[config.mk]
export PLATFORM = sky130hd
export DESIGN_NAME = vl_decoder
export DESIGN_NICKNAME = d
export VERILOG_FILES = /design/src/vlid_pkg.sv /design/src/reg3_map.sv /design/src/field_extract.sv /design/src/vl_decoder.sv
export SDC_FILE = /design/constraint.sdc
export NUM_CORES = 1
export LEC_CHECK = 0
export BUFFER_PORTS_ARGS = -buffer_cell sky130_fd_sc_hd__buf_4
export CAP_MARGIN = 20
export CORE_MARGIN = 4
export CORE_UTILIZATION = 54
export DETAILED_ROUTE_END_ITERATION = 12
export HOLD_SLACK_MARGIN = 0.02
export PLACE_DENSITY = 0.79
export SLEW_MARGIN = 20
export SYNTH_ARGS = -nofsm -noshare
export SYNTH_HDL_FRONTEND = slang
export SYNTH_HIERARCHICAL = 1
export SYNTH_SLANG_ARGS = --single-unit
[constraint.sdc]
create_clock -name clk -period 10.2 [get_ports clk]
set_input_delay 2.04 -clock clk [delete_from_list [all_inputs] [get_ports clk]]
set_output_delay 2.04 -clock clk [all_outputs]
set_load 0.005 [all_outputs]
[src/vlid_pkg.sv]
// shared constants and types of the variable-length instruction decoder
package vlid_pkg;
  localparam int HW_W = 16;
  localparam int WORD_W = 32;
  localparam int MAJ_W = 6;
  localparam int REG5_W = 5;
  localparam int REG3_W = 3;
  localparam int REG3_FIELDS = 3;
  // major opcode bit positions
  localparam int MAJ32_LSB = 26;
  localparam int MAJ16_LSB = 10;
  // 5-bit register fields of 32-bit encodings, in order of use
  localparam int R32_A_LSB = 21;
  localparam int R32_B_LSB = 16;
  localparam int R32_C_LSB = 11;
  localparam int R32_D_LSB = 6;
  // 3-bit register fields of 16-bit encodings
  localparam int R3_A_LSB = 7;
  localparam int R3_B_LSB = 4;
  localparam int R3_C_LSB = 1;
  // 5-bit register fields of 16-bit encodings
  localparam int R5_HI_LSB = 5;
  localparam int R5_LO_LSB = 0;
  // minor opcode of 12-bit immediate formats
  localparam int MINOR12_LSB = 12;
  // offset shifts: halfword targets in variable mode, word targets in fixed mode
  localparam int SHIFT_VAR = 1;
  localparam int SHIFT_FIXED = 2;
  // one bit per major opcode value
  localparam logic [63:0] MAJOR_IS16_MAP = 64'hEEEEEEEEEEEEEEEE;
  localparam logic [63:0] MAJOR_MINOR12_MAP = 64'h0000000000000100;
  localparam logic [63:0] MAJOR_IMM_RIGHT_MAP = 64'hFFFFFFFFFFFFFEFF;
  // 3-bit specifier to register number, entry i at bits 5*i+4..5*i
  localparam logic [39:0] REG3_MAP = {5'h11, 5'h10, 5'h07, 5'h06, 5'h05, 5'h04, 5'h03, 5'h02};
  localparam logic [HW_W-1:0] HW_RESET = 16'h0000;
  localparam logic [WORD_W-1:0] WORD_RESET = 32'h00000000;

  typedef struct packed {
    logic is32;
    logic [MAJ_W-1:0] major;
    logic imm_right;
    logic minor12_sel;
    logic [REG5_W-1:0] reg_a;
    logic [REG5_W-1:0] reg_b;
    logic [REG5_W-1:0] reg_c;
    logic [REG5_W-1:0] reg_d;
    logic [REG5_W-1:0] reg3_a;
    logic [REG5_W-1:0] reg3_b;
    logic [REG5_W-1:0] reg3_c;
    logic [REG5_W-1:0] reg5_hi;
    logic [REG5_W-1:0] reg5_lo;
    logic [25:0] imm26;
    logic [15:0] imm16;
    logic [11:0] imm12;
    logic [3:0] minor12;
    logic [5:0] minor6;
    logic [9:0] imm10;
    logic [6:0] imm7;
    logic [3:0] imm4;
    logic [WORD_W-1:0] br_off16;
    logic [WORD_W-1:0] jmp_off26;
    logic [WORD_W-1:0] br_off10;
    logic [WORD_W-1:0] br_off7;
    logic [WORD_W-1:0] raw;
  } fields_t;

  typedef struct packed {
    logic [1:0] rst_sync;
  } rst_t;

  typedef struct packed {
    logic word_valid;
    logic [WORD_W-1:0] word;
    logic idx;
    logic start_half;
    logic hold_valid;
    logic [HW_W-1:0] hold_hw;
    logic out_valid;
    fields_t out;
  } dec_state_t;
endpackage

[src/reg3_map.sv]
// maps the three 3-bit register specifiers of a 16-bit encoding to register numbers
`timescale 1ns/10ps
module reg3_map
  import vlid_pkg::*;
(
  input wire logic [HW_W-1:0] hw,
  output logic [REG3_FIELDS*REG5_W-1:0] reg_num
);
  localparam int R3_LSB [REG3_FIELDS] = '{R3_A_LSB, R3_B_LSB, R3_C_LSB};

  genvar g;
  generate
    for (g = 0; g < REG3_FIELDS; g++) begin : g_field
      logic [REG3_W-1:0] spec;
      assign spec = hw[R3_LSB[g] +: REG3_W];
      assign reg_num[g*REG5_W +: REG5_W] = REG3_MAP[spec*REG5_W +: REG5_W];
    end
  endgenerate
endmodule

[src/field_extract.sv]
// fixed-position field extraction of one assembled instruction
`timescale 1ns/10ps
module field_extract
  import vlid_pkg::*;
(
  input wire logic [WORD_W-1:0] raw,
  input wire logic is32,
  input wire logic isa_mode,
  input wire logic [REG3_FIELDS*REG5_W-1:0] reg3_num,
  output fields_t fields
);
  logic [MAJ_W-1:0] major;

  assign major = is32 ? raw[MAJ32_LSB +: MAJ_W] : raw[MAJ16_LSB +: MAJ_W];

  always_comb begin
    fields = '0;
    fields.raw = raw;
    fields.is32 = is32;
    fields.major = major;
    fields.imm_right = is32 & MAJOR_IMM_RIGHT_MAP[major];
    fields.minor12_sel = is32 & MAJOR_MINOR12_MAP[major];
    // register fields sit at one place whatever the opcode
    fields.reg_a = raw[R32_A_LSB +: REG5_W];
    fields.reg_b = raw[R32_B_LSB +: REG5_W];
    fields.reg_c = raw[R32_C_LSB +: REG5_W];
    fields.reg_d = raw[R32_D_LSB +: REG5_W];
    fields.reg3_a = reg3_num[0 +: REG5_W];
    fields.reg3_b = reg3_num[REG5_W +: REG5_W];
    fields.reg3_c = reg3_num[2*REG5_W +: REG5_W];
    fields.reg5_hi = raw[R5_HI_LSB +: REG5_W];
    fields.reg5_lo = raw[R5_LO_LSB +: REG5_W];
    // immediates taken right-aligned from the low end
    fields.imm26 = raw[25:0];
    fields.imm16 = raw[15:0];
    fields.imm12 = raw[11:0];
    // other and empty fields lie between immediate and minor opcode
    fields.minor12 = raw[MINOR12_LSB +: 4];
    fields.minor6 = raw[5:0];
    fields.imm10 = raw[9:0];
    fields.imm7 = raw[6:0];
    fields.imm4 = raw[3:0];
    if (isa_mode) begin
      fields.br_off16 = {{15{raw[15]}}, raw[15:0], 1'b0};
      fields.jmp_off26 = {5'h00, raw[25:0], 1'b0};
      fields.br_off10 = {{21{raw[9]}}, raw[9:0], 1'b0};
      fields.br_off7 = {{24{raw[6]}}, raw[6:0], 1'b0};
    end else begin
      fields.br_off16 = {{14{raw[15]}}, raw[15:0], 2'b00};
      fields.jmp_off26 = {4'h0, raw[25:0], 2'b00};
    end
  end
endmodule

[src/vl_decoder.sv]
// variable-length instruction decoder: halfword ordering, length, issue
//
// Behaviour
// - mix of 16-bit and 32-bit instructions
// - 6-bit major opcode at top end
// - zero to four register fields supported
// - 5-bit fields in 32-bit, 3-bit mapped
// - 5-bit register fields at fixed positions
// - immediates taken from the low end
// - offsets and jump targets are immediates
// - other fields between immediate and minor
// - empty field lies beside minor opcode
// - major opcode alone gives length, format
// - big-endian: first halfword in 31..16
// - little-endian: first halfword in 15..0
// - 32-bit built from halfwords, opcode first
// - instructions run in ascending address order
// - 5-bit field value is register number
// - variable decode only while mode is one
// - branch and jump offsets shifted by one in variable mode; in fixed mode br_off16 and jmp_off26 by two, br_off10 and br_off7 zero
// - 3-bit specifier picks one of eight
`timescale 1ns/10ps
module vl_decoder
  import vlid_pkg::*;
(
  input wire logic clk,
  input wire logic rst_b,
  input wire logic isa_mode,
  input wire logic big_endian,
  input wire logic redirect,
  input wire logic redirect_half,
  input wire logic fetch_valid,
  input wire logic [WORD_W-1:0] fetch_word,
  output logic fetch_ready,
  output logic instr_valid,
  input wire logic instr_ready,
  output fields_t instr_fields
);
  rst_t rs_r;
  logic rst_int_b;
  dec_state_t s_r;
  dec_state_t s_nxt;
  logic [HW_W-1:0] h_first;
  logic [HW_W-1:0] h_second;
  logic [HW_W-1:0] cur_hw;
  logic [WORD_W-1:0] raw_c;
  logic is32_c;
  logic issue_c;
  logic consume_c;
  logic can_issue;
  logic [REG3_FIELDS*REG5_W-1:0] reg3_num;
  fields_t fields_c;

  // reset release through two flip-flops
  always_ff @(posedge clk or negedge rst_b) begin
    if (!rst_b) begin
      rs_r <= '0;
    end else begin
      rs_r.rst_sync <= {rs_r.rst_sync[0], 1'b1};
    end
  end
  assign rst_int_b = rs_r.rst_sync[1];

  // halfword order follows endianness
  assign h_first = big_endian ? s_r.word[31:16] : s_r.word[15:0];
  assign h_second = big_endian ? s_r.word[15:0] : s_r.word[31:16];
  assign cur_hw = s_r.idx ? h_second : h_first;

  reg3_map u_reg3_map (
    .hw(raw_c[HW_W-1:0]),
    .reg_num(reg3_num)
  );

  field_extract u_field_extract (
    .raw(raw_c),
    .is32(is32_c),
    .isa_mode(isa_mode),
    .reg3_num(reg3_num),
    .fields(fields_c)
  );

  assign can_issue = !s_r.out_valid || instr_ready;

  always_comb begin
    s_nxt = s_r;
    raw_c = WORD_RESET;
    is32_c = 1'b0;
    issue_c = 1'b0;
    consume_c = 1'b0;
    if (s_r.out_valid && instr_ready) begin
      s_nxt.out_valid = 1'b0;
    end
    if (s_r.word_valid && can_issue) begin
      if (!isa_mode) begin
        raw_c = s_r.word;
        is32_c = 1'b1;
        issue_c = 1'b1;
        consume_c = 1'b1;
      end else if (s_r.hold_valid) begin
        raw_c = {s_r.hold_hw, h_first};
        is32_c = 1'b1;
        issue_c = 1'b1;
        s_nxt.hold_valid = 1'b0;
        s_nxt.idx = 1'b1;
      end else if (MAJOR_IS16_MAP[cur_hw[MAJ16_LSB +: MAJ_W]]) begin
        raw_c = {HW_RESET, cur_hw};
        issue_c = 1'b1;
        if (s_r.idx) begin
          consume_c = 1'b1;
        end else begin
          s_nxt.idx = 1'b1;
        end
      end else if (!s_r.idx) begin
        raw_c = {h_first, h_second};
        is32_c = 1'b1;
        issue_c = 1'b1;
        consume_c = 1'b1;
      end else begin
        s_nxt.hold_hw = h_second;
        s_nxt.hold_valid = 1'b1;
        consume_c = 1'b1;
      end
    end
    if (issue_c) begin
      s_nxt.out_valid = 1'b1;
      s_nxt.out = fields_c;
    end
    if (consume_c) begin
      s_nxt.word_valid = 1'b0;
      s_nxt.idx = 1'b0;
    end
    fetch_ready = !redirect && (!s_r.word_valid || consume_c);
    if (redirect) begin
      s_nxt.word_valid = 1'b0;
      s_nxt.hold_valid = 1'b0;
      s_nxt.out_valid = 1'b0;
      s_nxt.idx = 1'b0;
      s_nxt.start_half = redirect_half;
    end else if (fetch_valid && fetch_ready) begin
      s_nxt.word_valid = 1'b1;
      s_nxt.word = fetch_word;
      s_nxt.idx = s_r.start_half;
      s_nxt.start_half = 1'b0;
    end
  end

  always_ff @(posedge clk or negedge rst_int_b) begin
    if (!rst_int_b) begin
      s_r <= '0;
    end else begin
      s_r <= s_nxt;
    end
  end

  assign instr_valid = s_r.out_valid;
  assign instr_fields = s_r.out;
endmodule

==> qor.yml <==
run_status: "finished clean"
antenna_found_initial: 3
postCtsResizedCells: 0
synth_edf_count: 0
timing.hold.ws_ns: 0.370
start_util_pct: 54.5
fmax_ghz: 0.177
switching_power_mw: 1.18
place.gp.congestion: 0.825
finalSetupViolCount: 0
ir_worst_vdd_mv: 0.155
crit_required_ns: 8.16
crit_family: "simple AND/OR/NAND/NOR gates"
die_x_um: 203
leakage_nw: 10.6
place_inst: 1893
ys_seq_elements: 354
seq_area_um2: 8860
clock-sinks: 354
clock_path_buffers: 3
vias_per_cell: 5.18
portBuffers: 340
clock_power_share_pct: 33.1
multi_input_area_um2: 6950
n_fill_cell: 3029
htreeDepth: 2
cp_max_fo: 41
wl_um: 43400
cts_hold_buf: 0
postSynthCellCount: 1632
fin_crit_ns: 5.64
fin_crit_sh_pct: 55.3
worst-path-buf-inv: 2
n_antenna_cell: 0
avgSynthCellArea_um2: 12.6
hold_class: "reg2reg"
async_flop_share_pct: 100
synthTopCellsByArea: "dfrtp_1, buf_4, mux2_4"
combPwrFrac_pct: 24.5
grt_pass1_vias: 10600
path_cells: "buf_4 > nor3b_1 > o31ai_1 > o21a_1 > nor2_1 > buf_4"
grt_pass1_wl_um: 66300
final_hold_viol_count: 0
rows: 71
insertion_delay_ns: 0.54
drtIter0Drc: 712
cp.arrival_ns: 3.60
netlist_area_um2: 20500
design.core.area_um2: 37600
drcViolationCount: 0
fin_skew_ns: 0.0149
grt_max_degree: 153
pwr_density_cell_nw_per_um2: 210
p_int_mw: 3.17
ant_nets: 0
final-max-slew-violation-count: 0
ys_seq_area_share_pct: 43.2
fin_util_pct: 55.0
startpoint_type: "input port"
yosysTopAreaCell: "dfrtp_1"
grt_usage_pct: 20.6
via_count: 10200
mostFrequentLayoutCells: "buf_4, dfrtp_1, mux2_4, mux2_2, clkbuf_16"
grt_overflow: 0
layout_commonest_cell: "buf_4"
max_stage_delay_ns: 0.48
drive_gt1_share_pct: 57.5
wire_per_inst_um: 22.1
cts_tree: "built"
end_kind: "output pin"
instances_no_fill: 1962
max-cap-violations: 0
dr.pass1.iters: 5
crit_slowest_cell: "nor3b_1"
io_pins: 341
cts_buffers: 39
setup_tns_ns: 0
synthToLayoutAreaGrowth_pct: 0.787
die-height_um: 203
synth_cell_types: 51
worst_pin_slew_ns: 1.06
post_cts_buffers: 0
seqPwrFrac_pct: 42.5
synth-main-ff-cell: "dfrtp_1"
ys_warn_count: 6
synth_top_area_share_pct: 43.2
clockRootBuffer: "clkbuf_16"
criticalPathCategory: "in2out"
hpwl_um: 28900
p_sw_share_pct: 27.1
rsz0062_at_grt: "false"
cpMostUsedCell: "buf_4"
dieArea_um2: 41100
finalPower_mw: 4.34
clk_pin_slew_ns: 0.06
nNetsFinal: 1472
slew_headroom_pct: 29.3
-- layer usage --
metal  GRT usage [%]  vias up  wire length, µm
li1                -     4553                -
met1            27.6     5188            18400
met2            33.4      350            20800
met3            4.30       75             2710
met4            7.76        0             1510
met5               0        -                0
-- registers in the layout, summed over array words and instances, names as in the netlist --
register	flops
instr_valid	1
s_r	52
rs_r	2
instr_fields	299
-- synth_stat cells (all sizes together) (7+ instances only) --
master    n
a21oi     7
a31oi    15
and2     12
buf     609
clkbuf   22
dfrtp   354
ha        9
inv      14
mux2    390
mux2i    28
nand2    24
nand3    26
nor3b    17
o211ai   12
o21ai    21
or3      14
-- per-stage QoR --
stage	setup WS (ns)	cell area, µm²
after floorplan	4.42	20500
after global placement	4.59	19300
after detailed placement	4.52	19300
after CTS	4.57	20700
after global routing	4.43	20700
final	4.56	20700
-- power groups by stage --
stage	registers, mW	clock network (mW)	logic [mW]
2_1_floorplan	1.80	0	1.02
3_3_place_gp	1.85	0	1.05
3_5_place_dp	1.86	0	1.08
4_1_cts	1.84	1.48	1.08
5_1_grt	1.87	1.53	1.14
6_report	1.84	1.44	1.06
-- worst paths after layout --
check / slack (ns) / endpoint / startpoint / cells past startpoint
hold reg to reg: 0.37 / rs_r[1] / rs_r[0] / 0
setup / recovery: 4.56 / fetch_ready / big_endian / 6
min in group asynchronous: 0.42 / instr_fields[236] / rs_r[1] / 0
max in group asynchronous: 7.72 / instr_fields[228] / rs_r[1] / 2
setup reg to reg: 6.54 / instr_fields[41] / s_r[345] / 7
hold / removal: 0.37 / rs_r[1] / rs_r[0] / 0
-- worst register-to-register path, delay by kind of cell (launching register included) --
kind | cells | cell delay, ns
multiplexers | 2 | 0.49
AO/OA/AOI/OAI | 2 | 0.97
AND/OR/NAND/NOR | 2 | 1.27
flip-flops | 1 | 0.54
buffers and inverters | 1 | 0.34
-- area by class of cell --
class / count / share of cell area [%]
sequential: 354 / 42.9
inverter: 14 / 0.254
tap: 511 / 3.10
multi-input combinational: 642 / 33.6
clock buffer: 58 / 5.71
timing repair buffer: 372 / 13.7
clock inverter: 11 / 0.684
-- cell families after synthesis --
logic type                 Yosys count  share of synthesized area, %
DFF                                354                          43.2
adders and majority gates            9                         0.549
xor gates and xnor gates             1                        0.0427
other                                3                        0.0549
AOI/OAI and AO/OA                   78                          2.59
muxes                              418                          26.8
and+or+nand+nor                    124                          3.47
buffers and inverters              645                          23.2
Power figures use the tool's default switching activity.
